--- config.mk ---
export PLATFORM = sky130hd
export DESIGN_NAME = prot_stage_common
export DESIGN_NICKNAME = d
export VERILOG_FILES = /design/src/prot_stage_pkg.sv /design/src/prot_stage_common.sv
export SDC_FILE = /design/constraint.sdc
export NUM_CORES = 2
export LEC_CHECK = 0
export BUFFER_PORTS_ARGS = -buffer_cell sky130_fd_sc_hd__buf_2
export CAP_MARGIN = 20
export CORE_MARGIN = 3
export CORE_UTILIZATION = 48
export CTS_CLUSTER_DIAMETER = 100
export CTS_CLUSTER_SIZE = 40
export DETAILED_ROUTE_END_ITERATION = 8
export PLACE_DENSITY = 0.79
export SETUP_SLACK_MARGIN = 0.1
export SYNTH_ARGS = -nofsm -noshare
export SYNTH_HDL_FRONTEND = slang
export SYNTH_SLANG_ARGS = --single-unit
export TNS_END_PERCENT = 5
--- constraint.sdc ---
create_clock -name mclk -period 4.55 [get_ports mclk]
set_input_delay 1.1375 -clock mclk [delete_from_list [all_inputs] [get_ports mclk]]
set_output_delay 1.1375 -clock mclk [all_outputs]
set_load 0.01 [all_outputs]
--- src/prot_stage_pkg.sv ---
// Shared constants, register map and carrier types for the protection stage logic
package prot_stage_pkg;

  // Sizing
  localparam int MAX_STAGES   = 8;
  localparam int MAX_ENABLED  = 30;
  localparam int NUM_GROUPS   = 4;
  localparam int NUM_DI       = 16;
  localparam int NUM_VI       = 16;
  localparam int NUM_FKEY     = 4;

  // Timing: clock, millisecond tick and documented times
  localparam int CLK_PERIOD_NS       = 5;
  localparam int TICK_TIME_NS        = 1000000;
  localparam int TICK_CYCLES         = (TICK_TIME_NS + CLK_PERIOD_NS - 1) / CLK_PERIOD_NS;
  localparam int FORCE_HOLD_MS       = 500;
  localparam int FORCE_TIMEOUT_MIN   = 5;
  localparam int FORCE_TIMEOUT_MS    = FORCE_TIMEOUT_MIN * 60 * 1000;
  localparam int RESET_DELAY_MAX_MS  = 95;
  localparam int RETARD_MAX_MS       = 50;
  localparam logic [15:0] HYST_WIDTH = 16'h0010;

  // Register byte offsets
  localparam logic [11:0] REG_CTRL      = 12'h000;
  localparam logic [11:0] REG_GROUP_SEL = 12'h004;
  localparam logic [11:0] REG_VIRT_IN   = 12'h008;
  localparam logic [11:0] REG_STATUS    = 12'h00c;
  localparam logic [11:0] REG_STAGE_EN  = 12'h010;
  localparam logic [11:0] REG_FORCE_CMD = 12'h014;
  localparam logic [11:0] REG_LATCH_CLR = 12'h018;
  localparam logic [11:0] REG_OUTPUTS   = 12'h01c;
  localparam logic [11:0] REG_CFG_BASE  = 12'h040;
  localparam logic [11:0] REG_PICK_BASE = 12'h080;

  // Field positions
  localparam int CTRL_DEFGRP_LSB   = 0;
  localparam int CTRL_PRIO_BIT     = 2;
  localparam int CTRL_FORCE_BIT    = 3;
  localparam int CFG_RST_LSB       = 16;
  localparam int CFG_UNDER_BIT     = 24;
  localparam int CFG_LATCH_BIT     = 25;
  localparam int FCMD_TRIP_BIT     = 3;
  localparam int STATUS_STAGE_LSB  = 8;
  localparam int SEL_FIELD_STRIDE  = 8;

  // Reset values
  localparam logic [1:0]  RST_DEFGRP   = 2'h0;
  localparam logic [15:0] RST_OP_DELAY = 16'h012c;
  localparam logic [6:0]  RST_RST_DLY  = 7'h28;
  localparam logic [15:0] RST_PICKUP   = 16'h1000;

  // Group selector source codes
  localparam logic [5:0] SRC_NONE = 6'h00;
  localparam logic [5:0] SRC_DI   = 6'h01;
  localparam logic [5:0] SRC_VI   = 6'h11;
  localparam logic [5:0] SRC_FKEY = 6'h21;

  typedef enum logic [1:0] {ST_IDLE, ST_BLOCKED, ST_START, ST_TRIP} stage_st_t;

  // Per-stage inputs from measurement and blocking matrix
  typedef struct packed {
    logic [15:0] meas;
    logic        blockExt;
    logic        blockBuiltin;
  } stage_in_t;

  typedef struct packed {
    logic [NUM_DI-1:0]                 dInS1;
    logic [NUM_DI-1:0]                 dInS2;
    logic [NUM_FKEY-1:0]               fKeyS1;
    logic [NUM_FKEY-1:0]               fKeyS2;
    logic                              keyS1;
    logic                              keyS2;
    logic                              keyPrev;
    logic [1:0]                        defGroup;
    logic                              prioDesc;
    logic                              forceFlag;
    logic [NUM_GROUPS-1:0][5:0]        groupSel;
    logic [NUM_VI-1:0]                 virtIn;
    logic [MAX_STAGES-1:0]             stageEn;
    logic [MAX_STAGES-1:0][15:0]       opDelay;
    logic [MAX_STAGES-1:0][6:0]        rstDelay;
    logic [MAX_STAGES-1:0]             under;
    logic [MAX_STAGES-1:0]             latchCfg;
    logic [MAX_STAGES*4-1:0][15:0]     pickup;
    logic [1:0]                        activeGroup;
    logic [23:0]                       tickCnt;
    logic                              tick;
    logic [18:0]                       forceIdle;
    logic [2:0]                        forceStage;
    logic                              forceTrip;
    logic [9:0]                        forceCnt;
    stage_st_t [MAX_STAGES-1:0]        st;
    logic [MAX_STAGES-1:0]             fault;
    logic [MAX_STAGES-1:0][15:0]       dlyCnt;
    logic [MAX_STAGES-1:0][6:0]        rstCnt;
    logic [MAX_STAGES-1:0]             holdStart;
    logic [MAX_STAGES-1:0]             holdTrip;
    logic [MAX_STAGES-1:0]             latStart;
    logic [MAX_STAGES-1:0]             latTrip;
    logic [MAX_STAGES-1:0]             startOut;
    logic [MAX_STAGES-1:0]             tripOut;
    logic                              wbAck;
    logic [31:0]                       wbDat;
  } state_t;

endpackage

--- src/prot_stage_common.sv ---
// Common protection stage control: setting groups, stage status, timers, forcing
`timescale 1ns/100ps
`default_nettype none

// Operation
// - At most about thirty stages enabled
// - No control input active: default group
// - Active control input selects its group
// - Each group has own input selector
// - Priority picks lowest or highest active group
// - Virtual inputs can also select groups
// - Stage status: idle, blocked, start, trip
// - Force flag allows forcing start/trip 0.5s
// - Force flag clears five minutes after keys
// - Force flag also permits relay, mA forcing
// - Each stage gives start and trip
// - Start on fault, trip after delay
// - Stages blockable by internal, external sources
// - Some stages have built-in blocking
// - Blocked stage does not pick up
// - Blocking freezes running operation delay
// - Blocking after trip has no effect
// - Cleared fault abandons timing within 50ms
// - Reset delay then release unless latched
// - Reset delay at most 95 ms
// - Hysteresis on pick-up comparison
module prot_stage_common
  import prot_stage_pkg::*;
#(
  parameter int NUM_STAGES   = 4,
  parameter int TICK_CYC     = TICK_CYCLES,
  parameter int FORCE_TO_MS  = FORCE_TIMEOUT_MS
) (
  // Clock and reset
  input  wire logic                        mclk,
  input  wire logic                        arst_n,
  // Wishbone slave
  input  wire logic                        wbCyc,
  input  wire logic                        wbStb,
  input  wire logic                        wbWe,
  input  wire logic [11:0]                 wbAdr,
  input  wire logic [3:0]                  wbSel,
  input  wire logic [31:0]                 wbDatI,
  output var  logic [31:0]                 wbDatO,
  output var  logic                        wbAck,
  // Pins: digital inputs, function keys, front panel keys
  input  wire logic [NUM_DI-1:0]           dIn,
  input  wire logic [NUM_FKEY-1:0]         fKey,
  input  wire logic                        panelKey,
  // Stage inputs from measurement and blocking matrix
  input  wire stage_in_t [MAX_STAGES-1:0]  stageIn,
  // Stage outputs to output matrix
  output var  logic [MAX_STAGES-1:0]       startOut,
  output var  logic [MAX_STAGES-1:0]       tripOut,
  output var  logic [1:0]                  activeGroup,
  output var  logic                        forcePermit
);

  // Bad sizes stop elaboration rather than misbehave at run time
  if (NUM_STAGES < 1 || NUM_STAGES > MAX_STAGES) begin : g_bad_stages
    $error("NUM_STAGES out of range");
  end
  if (TICK_CYC < 1 || TICK_CYC > 16777215) begin : g_bad_tick
    $error("TICK_CYC out of range");
  end
  if (FORCE_TO_MS < 1 || FORCE_TO_MS > 524287) begin : g_bad_force
    $error("FORCE_TO_MS out of range");
  end

  state_t s;
  state_t next_s;

  function automatic logic srcBit(input logic [5:0] sel, input logic [NUM_DI-1:0] di,
                                  input logic [NUM_VI-1:0] vi, input logic [NUM_FKEY-1:0] fk);
    logic r;
    r = 1'b0;
    if (sel >= SRC_DI && sel < SRC_VI) r = di[4'(sel - SRC_DI)];
    else if (sel >= SRC_VI && sel < SRC_FKEY) r = vi[4'(sel - SRC_VI)];
    else if (sel >= SRC_FKEY && sel < SRC_FKEY + 6'(NUM_FKEY)) r = fk[2'(sel - SRC_FKEY)];
    return r;
  endfunction

  logic [NUM_GROUPS-1:0] grpReq;
  logic [MAX_STAGES-1:0] enEff;
  stage_st_t [MAX_STAGES-1:0] stVis;
  logic [31:0] rd;
  logic [31:0] wv;
  logic [31:0] mask;
  logic        hit;
  logic        wr;
  logic [5:0]  enCount;
  logic [2:0]  si;
  logic [15:0] pk;
  logic        blk;
  logic        f;
  logic        forcedHere;
  logic        stOn;
  logic        trOn;

  always_comb begin
    next_s = s;
    grpReq = '0;
    enEff = '0;
    stVis = s.st;
    rd = 32'h0;
    mask = 32'h0;
    wv = 32'h0;
    enCount = 6'h0;
    si = 3'h0;
    pk = 16'h0;
    blk = 1'b0;
    f = 1'b0;
    forcedHere = 1'b0;
    stOn = 1'b0;
    trOn = 1'b0;

    // Two-flop synchronisers for pins
    next_s.dInS1 = dIn;
    next_s.dInS2 = s.dInS1;
    next_s.fKeyS1 = fKey;
    next_s.fKeyS2 = s.fKeyS1;
    next_s.keyS1 = panelKey;
    next_s.keyS2 = s.keyS1;
    next_s.keyPrev = s.keyS2;

    // Millisecond tick drives all stage timers
    if (s.tickCnt == 24'(TICK_CYC - 1)) begin
      next_s.tickCnt = 24'h0;
      next_s.tick = 1'b1;
    end else begin
      next_s.tickCnt = s.tickCnt + 24'h1;
      next_s.tick = 1'b0;
    end

    // Setting group selection
    for (int g = 0; g < NUM_GROUPS; g++) begin
      grpReq[g] = srcBit(s.groupSel[g], s.dInS2, s.virtIn, s.fKeyS2);
    end
    next_s.activeGroup = s.defGroup;
    if (s.prioDesc) begin
      for (int g = 0; g < NUM_GROUPS; g++) begin
        if (grpReq[g]) next_s.activeGroup = 2'(g);
      end
    end else begin
      for (int g = NUM_GROUPS - 1; g >= 0; g--) begin
        if (grpReq[g]) next_s.activeGroup = 2'(g);
      end
    end

    // Enable cap counts lower-numbered stages first
    for (int i = 0; i < MAX_STAGES; i++) begin
      if (s.stageEn[i] && i < NUM_STAGES && enCount < 6'(MAX_ENABLED)) begin
        enEff[i] = 1'b1;
        enCount = enCount + 6'h1;
      end
    end

    // Visible status includes test forcing
    if (s.forceCnt != 10'h0 && 32'(s.forceStage) < NUM_STAGES) begin
      stVis[s.forceStage] = s.forceTrip ? ST_TRIP : ST_START;
    end

    // Wishbone register read
    hit = wbCyc && wbStb && !s.wbAck;
    wr = hit && wbWe;
    for (int b = 0; b < 4; b++) begin
      mask[b*8 +: 8] = {8{wbSel[b]}};
    end
    if (wbAdr == REG_CTRL) begin
      rd[CTRL_DEFGRP_LSB +: 2] = s.defGroup;
      rd[CTRL_PRIO_BIT] = s.prioDesc;
      rd[CTRL_FORCE_BIT] = s.forceFlag;
    end else if (wbAdr == REG_GROUP_SEL) begin
      for (int g = 0; g < NUM_GROUPS; g++) rd[g*SEL_FIELD_STRIDE +: 6] = s.groupSel[g];
    end else if (wbAdr == REG_VIRT_IN) begin
      rd[NUM_VI-1:0] = s.virtIn;
    end else if (wbAdr == REG_STATUS) begin
      rd[1:0] = s.activeGroup;
      rd[CTRL_FORCE_BIT] = s.forceFlag;
      for (int i = 0; i < MAX_STAGES; i++) rd[STATUS_STAGE_LSB + 2*i +: 2] = stVis[i];
    end else if (wbAdr == REG_STAGE_EN) begin
      rd[MAX_STAGES-1:0] = s.stageEn;
    end else if (wbAdr == REG_OUTPUTS) begin
      rd[MAX_STAGES-1:0] = s.startOut;
      rd[8 +: MAX_STAGES] = s.tripOut;
    end else if (wbAdr >= REG_CFG_BASE && wbAdr < REG_CFG_BASE + 12'h020 &&
                 wbAdr[1:0] == 2'h0) begin
      si = wbAdr[4:2];
      rd[15:0] = s.opDelay[si];
      rd[CFG_RST_LSB +: 7] = s.rstDelay[si];
      rd[CFG_UNDER_BIT] = s.under[si];
      rd[CFG_LATCH_BIT] = s.latchCfg[si];
    end else if (wbAdr >= REG_PICK_BASE && wbAdr < REG_PICK_BASE + 12'h080 &&
                 wbAdr[1:0] == 2'h0) begin
      rd[15:0] = s.pickup[wbAdr[6:2]];
    end
    wv = (rd & ~mask) | (wbDatI & mask);
    next_s.wbAck = hit;
    if (hit) next_s.wbDat = wbWe ? 32'h0 : rd;

    // Force flag idle timeout, restarted by any panel key press
    if (s.keyS2 && !s.keyPrev) begin
      next_s.forceIdle = 19'(FORCE_TO_MS);
    end else if (s.forceFlag && s.tick) begin
      if (s.forceIdle == 19'h0) next_s.forceFlag = 1'b0;
      else next_s.forceIdle = s.forceIdle - 19'h1;
    end
    if (s.forceCnt != 10'h0 && s.tick) next_s.forceCnt = s.forceCnt - 10'h1;

    // Register writes
    if (wr) begin
      if (wbAdr == REG_CTRL) begin
        next_s.defGroup = wv[CTRL_DEFGRP_LSB +: 2];
        next_s.prioDesc = wv[CTRL_PRIO_BIT];
        next_s.forceFlag = wv[CTRL_FORCE_BIT];
        if (wv[CTRL_FORCE_BIT] && !s.forceFlag) next_s.forceIdle = 19'(FORCE_TO_MS);
      end else if (wbAdr == REG_GROUP_SEL) begin
        for (int g = 0; g < NUM_GROUPS; g++) next_s.groupSel[g] = wv[g*SEL_FIELD_STRIDE +: 6];
      end else if (wbAdr == REG_VIRT_IN) begin
        next_s.virtIn = wv[NUM_VI-1:0];
      end else if (wbAdr == REG_STAGE_EN) begin
        next_s.stageEn = wv[MAX_STAGES-1:0];
      end else if (wbAdr == REG_FORCE_CMD && s.forceFlag && wbSel[0]) begin
        next_s.forceStage = wbDatI[2:0];
        next_s.forceTrip = wbDatI[FCMD_TRIP_BIT];
        next_s.forceCnt = 10'(FORCE_HOLD_MS);
      end else if (wbAdr == REG_LATCH_CLR && wbSel[0]) begin
        next_s.latStart = s.latStart & ~wbDatI[MAX_STAGES-1:0];
        next_s.latTrip = s.latTrip & ~wbDatI[MAX_STAGES-1:0];
      end else if (wbAdr >= REG_CFG_BASE && wbAdr < REG_CFG_BASE + 12'h020 &&
                   wbAdr[1:0] == 2'h0) begin
        next_s.opDelay[si] = wv[15:0];
        // Longer release delays are clamped rather than refused
        if (wv[CFG_RST_LSB +: 7] > 7'(RESET_DELAY_MAX_MS))
          next_s.rstDelay[si] = 7'(RESET_DELAY_MAX_MS);
        else
          next_s.rstDelay[si] = wv[CFG_RST_LSB +: 7];
        next_s.under[si] = wv[CFG_UNDER_BIT];
        next_s.latchCfg[si] = wv[CFG_LATCH_BIT];
      end else if (wbAdr >= REG_PICK_BASE && wbAdr < REG_PICK_BASE + 12'h080 &&
                   wbAdr[1:0] == 2'h0) begin
        next_s.pickup[wbAdr[6:2]] = wv[15:0];
      end
    end
    if (!next_s.forceFlag) next_s.forceCnt = 10'h0;

    // Per-stage state machine
    for (int i = 0; i < MAX_STAGES; i++) begin
      pk = s.pickup[{3'(i), s.activeGroup}];
      // Noise near the threshold must not chatter the fault flag
      if (s.under[i]) begin
        if (!s.fault[i]) f = stageIn[i].meas < pk;
        else f = !({1'b0, stageIn[i].meas} > {1'b0, pk} + {1'b0, HYST_WIDTH});
      end else begin
        if (!s.fault[i]) f = stageIn[i].meas > pk;
        else f = !({1'b0, stageIn[i].meas} + {1'b0, HYST_WIDTH} < {1'b0, pk});
      end
      blk = stageIn[i].blockExt || stageIn[i].blockBuiltin;
      if (!enEff[i]) begin
        next_s.st[i] = ST_IDLE;
        next_s.fault[i] = 1'b0;
        next_s.dlyCnt[i] = 16'h0;
        next_s.holdStart[i] = 1'b0;
        next_s.holdTrip[i] = 1'b0;
      end else begin
        next_s.fault[i] = f;
        if (s.holdStart[i] || s.holdTrip[i]) begin
          if (s.rstCnt[i] == 7'h0) begin
            next_s.holdStart[i] = 1'b0;
            next_s.holdTrip[i] = 1'b0;
          end else if (s.tick) begin
            next_s.rstCnt[i] = s.rstCnt[i] - 7'h1;
          end
        end
        case (s.st[i])
          ST_IDLE: begin
            if (f && blk) next_s.st[i] = ST_BLOCKED;
            else if (f) begin
              next_s.st[i] = ST_START;
              next_s.dlyCnt[i] = 16'h0;
            end
          end
          ST_BLOCKED: begin
            if (!f) begin
              next_s.st[i] = ST_IDLE;
              next_s.dlyCnt[i] = 16'h0;
            end else if (!blk) next_s.st[i] = ST_START;
          end
          ST_START: begin
            if (!f) begin
              // Abandon timing at once, well inside the retardation limit
              next_s.st[i] = ST_IDLE;
              next_s.dlyCnt[i] = 16'h0;
              next_s.holdStart[i] = s.rstDelay[i] != 7'h0;
              next_s.rstCnt[i] = s.rstDelay[i];
            end else if (blk) next_s.st[i] = ST_BLOCKED;
            else if (s.dlyCnt[i] >= s.opDelay[i]) next_s.st[i] = ST_TRIP;
            else if (s.tick) next_s.dlyCnt[i] = s.dlyCnt[i] + 16'h1;
          end
          ST_TRIP: begin
            // Blocking is not looked at here
            if (!f) begin
              next_s.st[i] = ST_IDLE;
              next_s.dlyCnt[i] = 16'h0;
              next_s.holdStart[i] = s.rstDelay[i] != 7'h0;
              next_s.holdTrip[i] = s.rstDelay[i] != 7'h0;
              next_s.rstCnt[i] = s.rstDelay[i];
            end
          end
          default: next_s.st[i] = ST_IDLE;
        endcase
      end
      forcedHere = s.forceCnt != 10'h0 && s.forceStage == 3'(i) && i < NUM_STAGES;
      stOn = s.st[i] == ST_START || s.st[i] == ST_TRIP || s.holdStart[i] || s.latStart[i];
      trOn = s.st[i] == ST_TRIP || s.holdTrip[i] || s.latTrip[i];
      // Latch set wins over a clear written in the same cycle
      if (s.latchCfg[i] && (s.st[i] == ST_START || s.st[i] == ST_TRIP))
        next_s.latStart[i] = 1'b1;
      if (s.latchCfg[i] && s.st[i] == ST_TRIP) next_s.latTrip[i] = 1'b1;
      next_s.startOut[i] = stOn || forcedHere;
      next_s.tripOut[i] = trOn || (forcedHere && s.forceTrip);
    end
  end

  always_ff @(posedge mclk or negedge arst_n) begin
    if (!arst_n) begin
      s <= '0;
      s.defGroup <= RST_DEFGRP;
      s.opDelay <= {MAX_STAGES{RST_OP_DELAY}};
      s.rstDelay <= {MAX_STAGES{RST_RST_DLY}};
      s.pickup <= {(MAX_STAGES*4){RST_PICKUP}};
    end else begin
      s <= next_s;
    end
  end

  assign wbDatO = s.wbDat;
  assign wbAck = s.wbAck;
  assign startOut = s.startOut;
  assign tripOut = s.tripOut;
  assign activeGroup = s.activeGroup;
  assign forcePermit = s.forceFlag;

endmodule // prot_stage_common

`default_nettype wire

### Yosys cells after proc, flatten, opt, wreduce, memory -nomap -nowiden

Index checks and enable logic that the tools add are counted.
W data, S select, Z words.

* bits in registers: 1044
* bits of input ports: 218
* output and inout bits: 52
* word-level logic and storage cells: 825

* add/sub/neg operators: 33
* magnitude comparators: 76
* equality and inequality tests: 103
* multiplexer cells: 329
* bitwise gates (word level): 17
* reductions and logical operators: 165

Operators with widths (count)
* $mux W712: 3
* $mux W512: 2
* $mux W16: 51
* $mux W761: 1
* $mux W760: 1
* $mux W736: 1
* $mux W720: 1
* $bwmux W512: 1
* $mux W200: 1
* $pmux W16 S3: 4
* $mux W7: 24
* $add A16 B5 Y17 const B: 8
* $bmux W16 S2: 4
* $bwmux W128: 1
* $mux W2: 55
* $mux W1: 104
* $mux W19: 5
* $mux W12: 7
* $bmux W16 S5: 1
* $demux W16 S5: 1
* $ne A2 B1 Y1 const B: 40
* $ne A4 B4 Y1 const B: 20
* $mux W14: 5
* $gt A16 B17 Y1: 4
* 94 further kinds: 378

### Depth between registers and ports, before layout

* word-level depth: 29
* gate-level depth with buffers: 22
* depth with buffers taken out: 16

### Worst setup path before layout

Ideal clock, no wire load.

* path kind: flip-flop to flip-flop
* start point: register s, in the netlist activeGroup[0]
* end point: register s[180] (netlist name)
* data arrival time: 4810 ps
* path slack: -385 ps
* cell stages (with the launch flop): 19
* path through: dfrtp_1 -> buf_6 -> buf_12 -> buf_12 -> buf_4 -> buf_2 -> buf_1 -> mux4_2 -> ha_1 -> nor2b_1 -> o2111ai_1 -> a311oi_1 -> a2111oi_0 -> o311a_1 -> or2_1 -> buf_2 -> mux2i_4 -> nor4_1 -> mux2_2

* longest elaborated chain between the ends: 10
* elaborated cells between the ends (all ways): 23
* classes of those cells: add/sub (1); order compare (4); eq/ne (6); mux (8); reduce/logical (4)

Ends and longest elaborated chain
* start: declaration: line prot_stage_common.sv:70 `state_t s;`
* start signal: assignment: line prot_stage_common.sv:333 `s <= next_s;`
* $bmux W16 S2 (*): line prot_stage_common.sv:249 `pk = s.pickup[{3'(i), s.activeGroup}];`
* $mux W16 (not written as such) (*): line prot_stage_common.sv:249
* $add A16 B5 Y17: line prot_stage_common.sv:253 `else f = !({1'b0, stageIn[i].meas} > {1'b0, pk} + {1'b0, HYST_WIDTH});`
* $gt A16 B17 Y1: line prot_stage_common.sv:253
* $logic_not A1 Y1: line prot_stage_common.sv:253
* $mux W1: line prot_stage_common.sv:252 `if (!s.fault[i]) f = stageIn[i].meas < pk;`
* $mux W1 (*): line prot_stage_common.sv:251 `if (s.under[i]) begin`
* $logic_and A1 B1 Y1 / $mux W16 (equally long branches): line prot_stage_common.sv:277, prot_stage_common.sv:290
* $ne A3 B3 Y1 (no line) / $pmux W16 S3 (equally long branches)
* $reduce_and A6 Y1 (no line) / $mux W16 (equally long branches)

Mark *: on every way between the ends. The rest lies on a longest branch, timed or not. The select of a mux whose other input is x is not followed.
A chain may end at the register's enable or synchronous reset.

### Worst setup path in the final report

* start point: register s, in the netlist activeGroup[0]
* end point: register s[200] (netlist name)

The elaborated chain is that of the path after synthesis.

==> reports/metrics.cfg <==
[grt]
grt_pass1_vias = 47300
grt_pass1_wl_mm = 280
antenna_found_initial = 10
grt_max_degree = 106
grt_overflow = 0
grt_use_total_pct = 28.5

[critical_path]
cpMostUsedCell = buf_12
required_ns = 5.13
critPathKind = reg -> reg
crit_buf_inv = 6
r2r-start = activeGroup[0]
r2r_end = s[200]
worstPathMaxFanout = 8
crit_arrival_ns = 5.23
crit_slowest_cell = dfrtp_4
rr_worst_depth = 19
startpoint = activeGroup[0]
endpoint_kind = flip-flop
cp_cell_sequence = buf_12, buf_16, buf_12, buf_6, mux2_4, nor3_4, nand3_2, xnor2_2, ha_1, nand4_1, nor4_4, a31oi_2, a32oi_4, buf_12, a31o_4, buf_6, nand3_4, or4_4, a21oi_2
slowest_delay_ns = 0.53
start_kind = flip-flop
rrSetupSlack_ns = -0.1
crit_family = simple AND/OR/NAND/NOR gates

[floorplanning]
pin_count = 270
num_rows = 126
initial_utilization_pct = 48.6
die-area_um2 = 125000
core-area_um2 = 119000
fp.dieW_um = 353
die-height_um = 353

[synth]
ys_warn_count = 0
ys_seq_elements = 1042
netlist_instances = 5612
synth_edf_count = 0
async_reset_ff_share_pct = 100
ys_types = 105
syn_area_per_cell_um2 = 10.3
yosysSeqAreaShare_pct = 45.3
syn_area_um2 = 57800
ys.flop_type = dfrtp_1

[clocking]
cts.sinks = 1042
cts_tree = done
cts_htree_levels = 2
clkLatencyLatePin_ns = 0.68
ctsHoldBuffers = 0
clockRootBuffer = clkbuf_16
clk_pin_slew_ns = 0.14
cts_buffers = 36
cts_max_path_buffers = 3

[outcome]
status = complete, but fails checks
failed_checks = negative setup slack

[routing]
vias = 47900
firstDrtPassIters = 9
wire_per_inst_um = 24.0
drtAntennaViolNets = 0
drt_iter0_drc = 5509
drc = 0
vias_per_cell = 6.28
drt-total-wl_mm = 183

[placement]
place_area_um2 = 63700
io_buffer_count = 192
dp_hpwl_mm = 133
routabilityCongestion = 0.971
dp_cells = 7501

[cells_and_area]
fillCellCount = 9787
stdcell_count = 7633
area_growth_pct = 14.6
design_area_um2 = 66300
drive_gt1_share_pct = 23.6
layout.nets = 6474

[sta]
post-route-min-period_ns = 4.65
worst_pin_slew_ns = 1.11
fin_ws_ns = -0.0974
post-route-period-util_pct = 102
setup_viol = 21
slew_violations = 0
max_clock_freq_mhz = 215
clock-skew-final_ns = 0.0669
slew_headroom_pct = 26.2
rsz0062_at_grt = true
finalHoldViolations = 0

[worst_hold_path]
hold_path_end = s[1118]
hold_path.class = reg -> reg
min_from = next_s[1118]
whs_path_depth = 0

[power_and_ir_drop]
vdd_drop_max_mv = 0.237
p_per_area_nw_per_um2 = 235
power_leakage_nw = 29.0

[run]
max-cap-violations = 0

## layout by cell type (no fill, tap or decap), types with 19 or more instances in the layout
cell / instances
dfrtp_1: 960
nand2_1: 767
o21ai_0: 611
buf_4: 431
nor2_1: 420
a21oi_1: 309
mux4_2: 270
ha_1: 254
inv_1: 207
buf_2: 191
nand3_1: 124
buf_12: 95
xnor2_1: 93
mux2_2: 90
dfstp_2: 80
nor3_1: 63
nand4_1: 58
mux2i_1: 51
and3_1: 50
a21o_1: 45
o22ai_1: 40
xor2_1: 39
clkbuf_16: 38
or3_1: 35
nand2b_1: 29
nor4_1: 28
a22o_1: 28
nor2b_1: 25
a221o_1: 25
o211ai_1: 24
o21ai_1: 23
buf_6: 22
or4_1: 21
and2_1: 19
## logic make-up after synthesis
kind of cell / Yosys count / synth area share (%)
compound gates: 1342 / 13.7
xor+xnor: 136 / 2.06
flops: 1042 / 45.3
mux: 437 / 14.2
fa+ha+maj: 260 / 5.63
buf+inv: 619 / 5.12
simple gates: 1775 / 14.0
other cells: 1 / 0.00649
## cell usage after synthesis (all sizes together) (9+ instances only)
master	number	area (µm²)
nor2	430	1650
xnor2	97	850
o21a	20	151
dfstp	80	2100
nor4	38	250
a31oi	16	100
a21o	45	338
or3	38	238
o2bb2ai	10	87.6
nand4	58	363
and3	56	355
a21boi	14	105
or4	26	195
a22o	28	245
o31ai	16	125
nand2b	30	195
buf	205	1390
and4	18	158
nor2b	25	156
mux2	93	1050
mux2i	59	627
clkbuf	199	762
a2111oi	13	114
o21ai	637	3190
a22oi	16	120
inv	214	803
o2111ai	9	78.8
nand2	772	2910
ha	260	3250
o221ai	10	87.6
and2	21	134
or2	15	93.8
xor2	39	342
nor3	73	393
o211ai	24	180
a211oi	17	133
a221o	26	260
dfrtp	962	24100
o22ai	41	257
mux4	285	6510
nand3	138	701
a21oi	326	1650
## power breakdown
group | leakage (nW) | internal [W] | switching [W]
logic | 14.4 | 0.000546 | 0.000909
registers | 14.0 | 0.00929 | 0.0000224
clock network | 0.603 | 0.00173 | 0.00311
total | 29.0 | 0.0116 | 0.00404
## layout make-up
class | count | area [µm²] | area share (%)
tap | 1600 | 2000 | 3.02
multi-input combinational | 3954 | 29500 | 44.5
sequential | 1042 | 26200 | 39.5
clock buffer | 48 | 977 | 1.47
antenna | 9 | 22.5 | 0.0340
timing repair buffer | 747 | 6480 | 9.78
inverter | 215 | 807 | 1.22
clock inverter | 18 | 290 | 0.438
## routing by layer
metal | vias to the layer above | global-route usage, % | wire length [µm]
li1 | 20900 | - | -
met1 | 23800 | 35.6 | 67000
met2 | 2529 | 45.8 | 86400
met3 | 615 | 5.79 | 16500
met4 | 6 | 17.7 | 13300
met5 | - | 0 | 43
## worst max path at each step
stage               depth (start not counted)  slack, ns      to
floorplan                                  21       0.09  s[195]
global placement                           16      -0.52   s[90]
detailed placement                         15      -0.52   s[90]
CTS                                        18       0.04  s[194]
global route                               19      -0.22  s[200]
finish                                     19       -0.1  s[200]
## metrics by stage
step	setup TNS [ns]	setup WS [ns]	power [W]	util, %	hold WS, ns
final	-0.550	-0.0974	0.0156	55.8	0.365
after global routing	-5.50	-0.223	0.0161	55.7	0.373
after CTS	0	0.0418	0.0156	55.0	0.365
after detailed placement	-24.04	-0.519	0.0109	53.6	0.335
after global placement	-19.63	-0.516	0.0108	53.6	0.335
after floorplan	0	0.0881	0.0101	-	0.331
## timing repair
action | 4_1_cts | 5_1_grt
pin swaps | 29 | 76
buffers inserted | 24 | 29
cloned | 2 | 3
gates resized for setup | 67 | 132
setup endpoints to repair | 106 | 104
(Power assumes the default switching activity.)
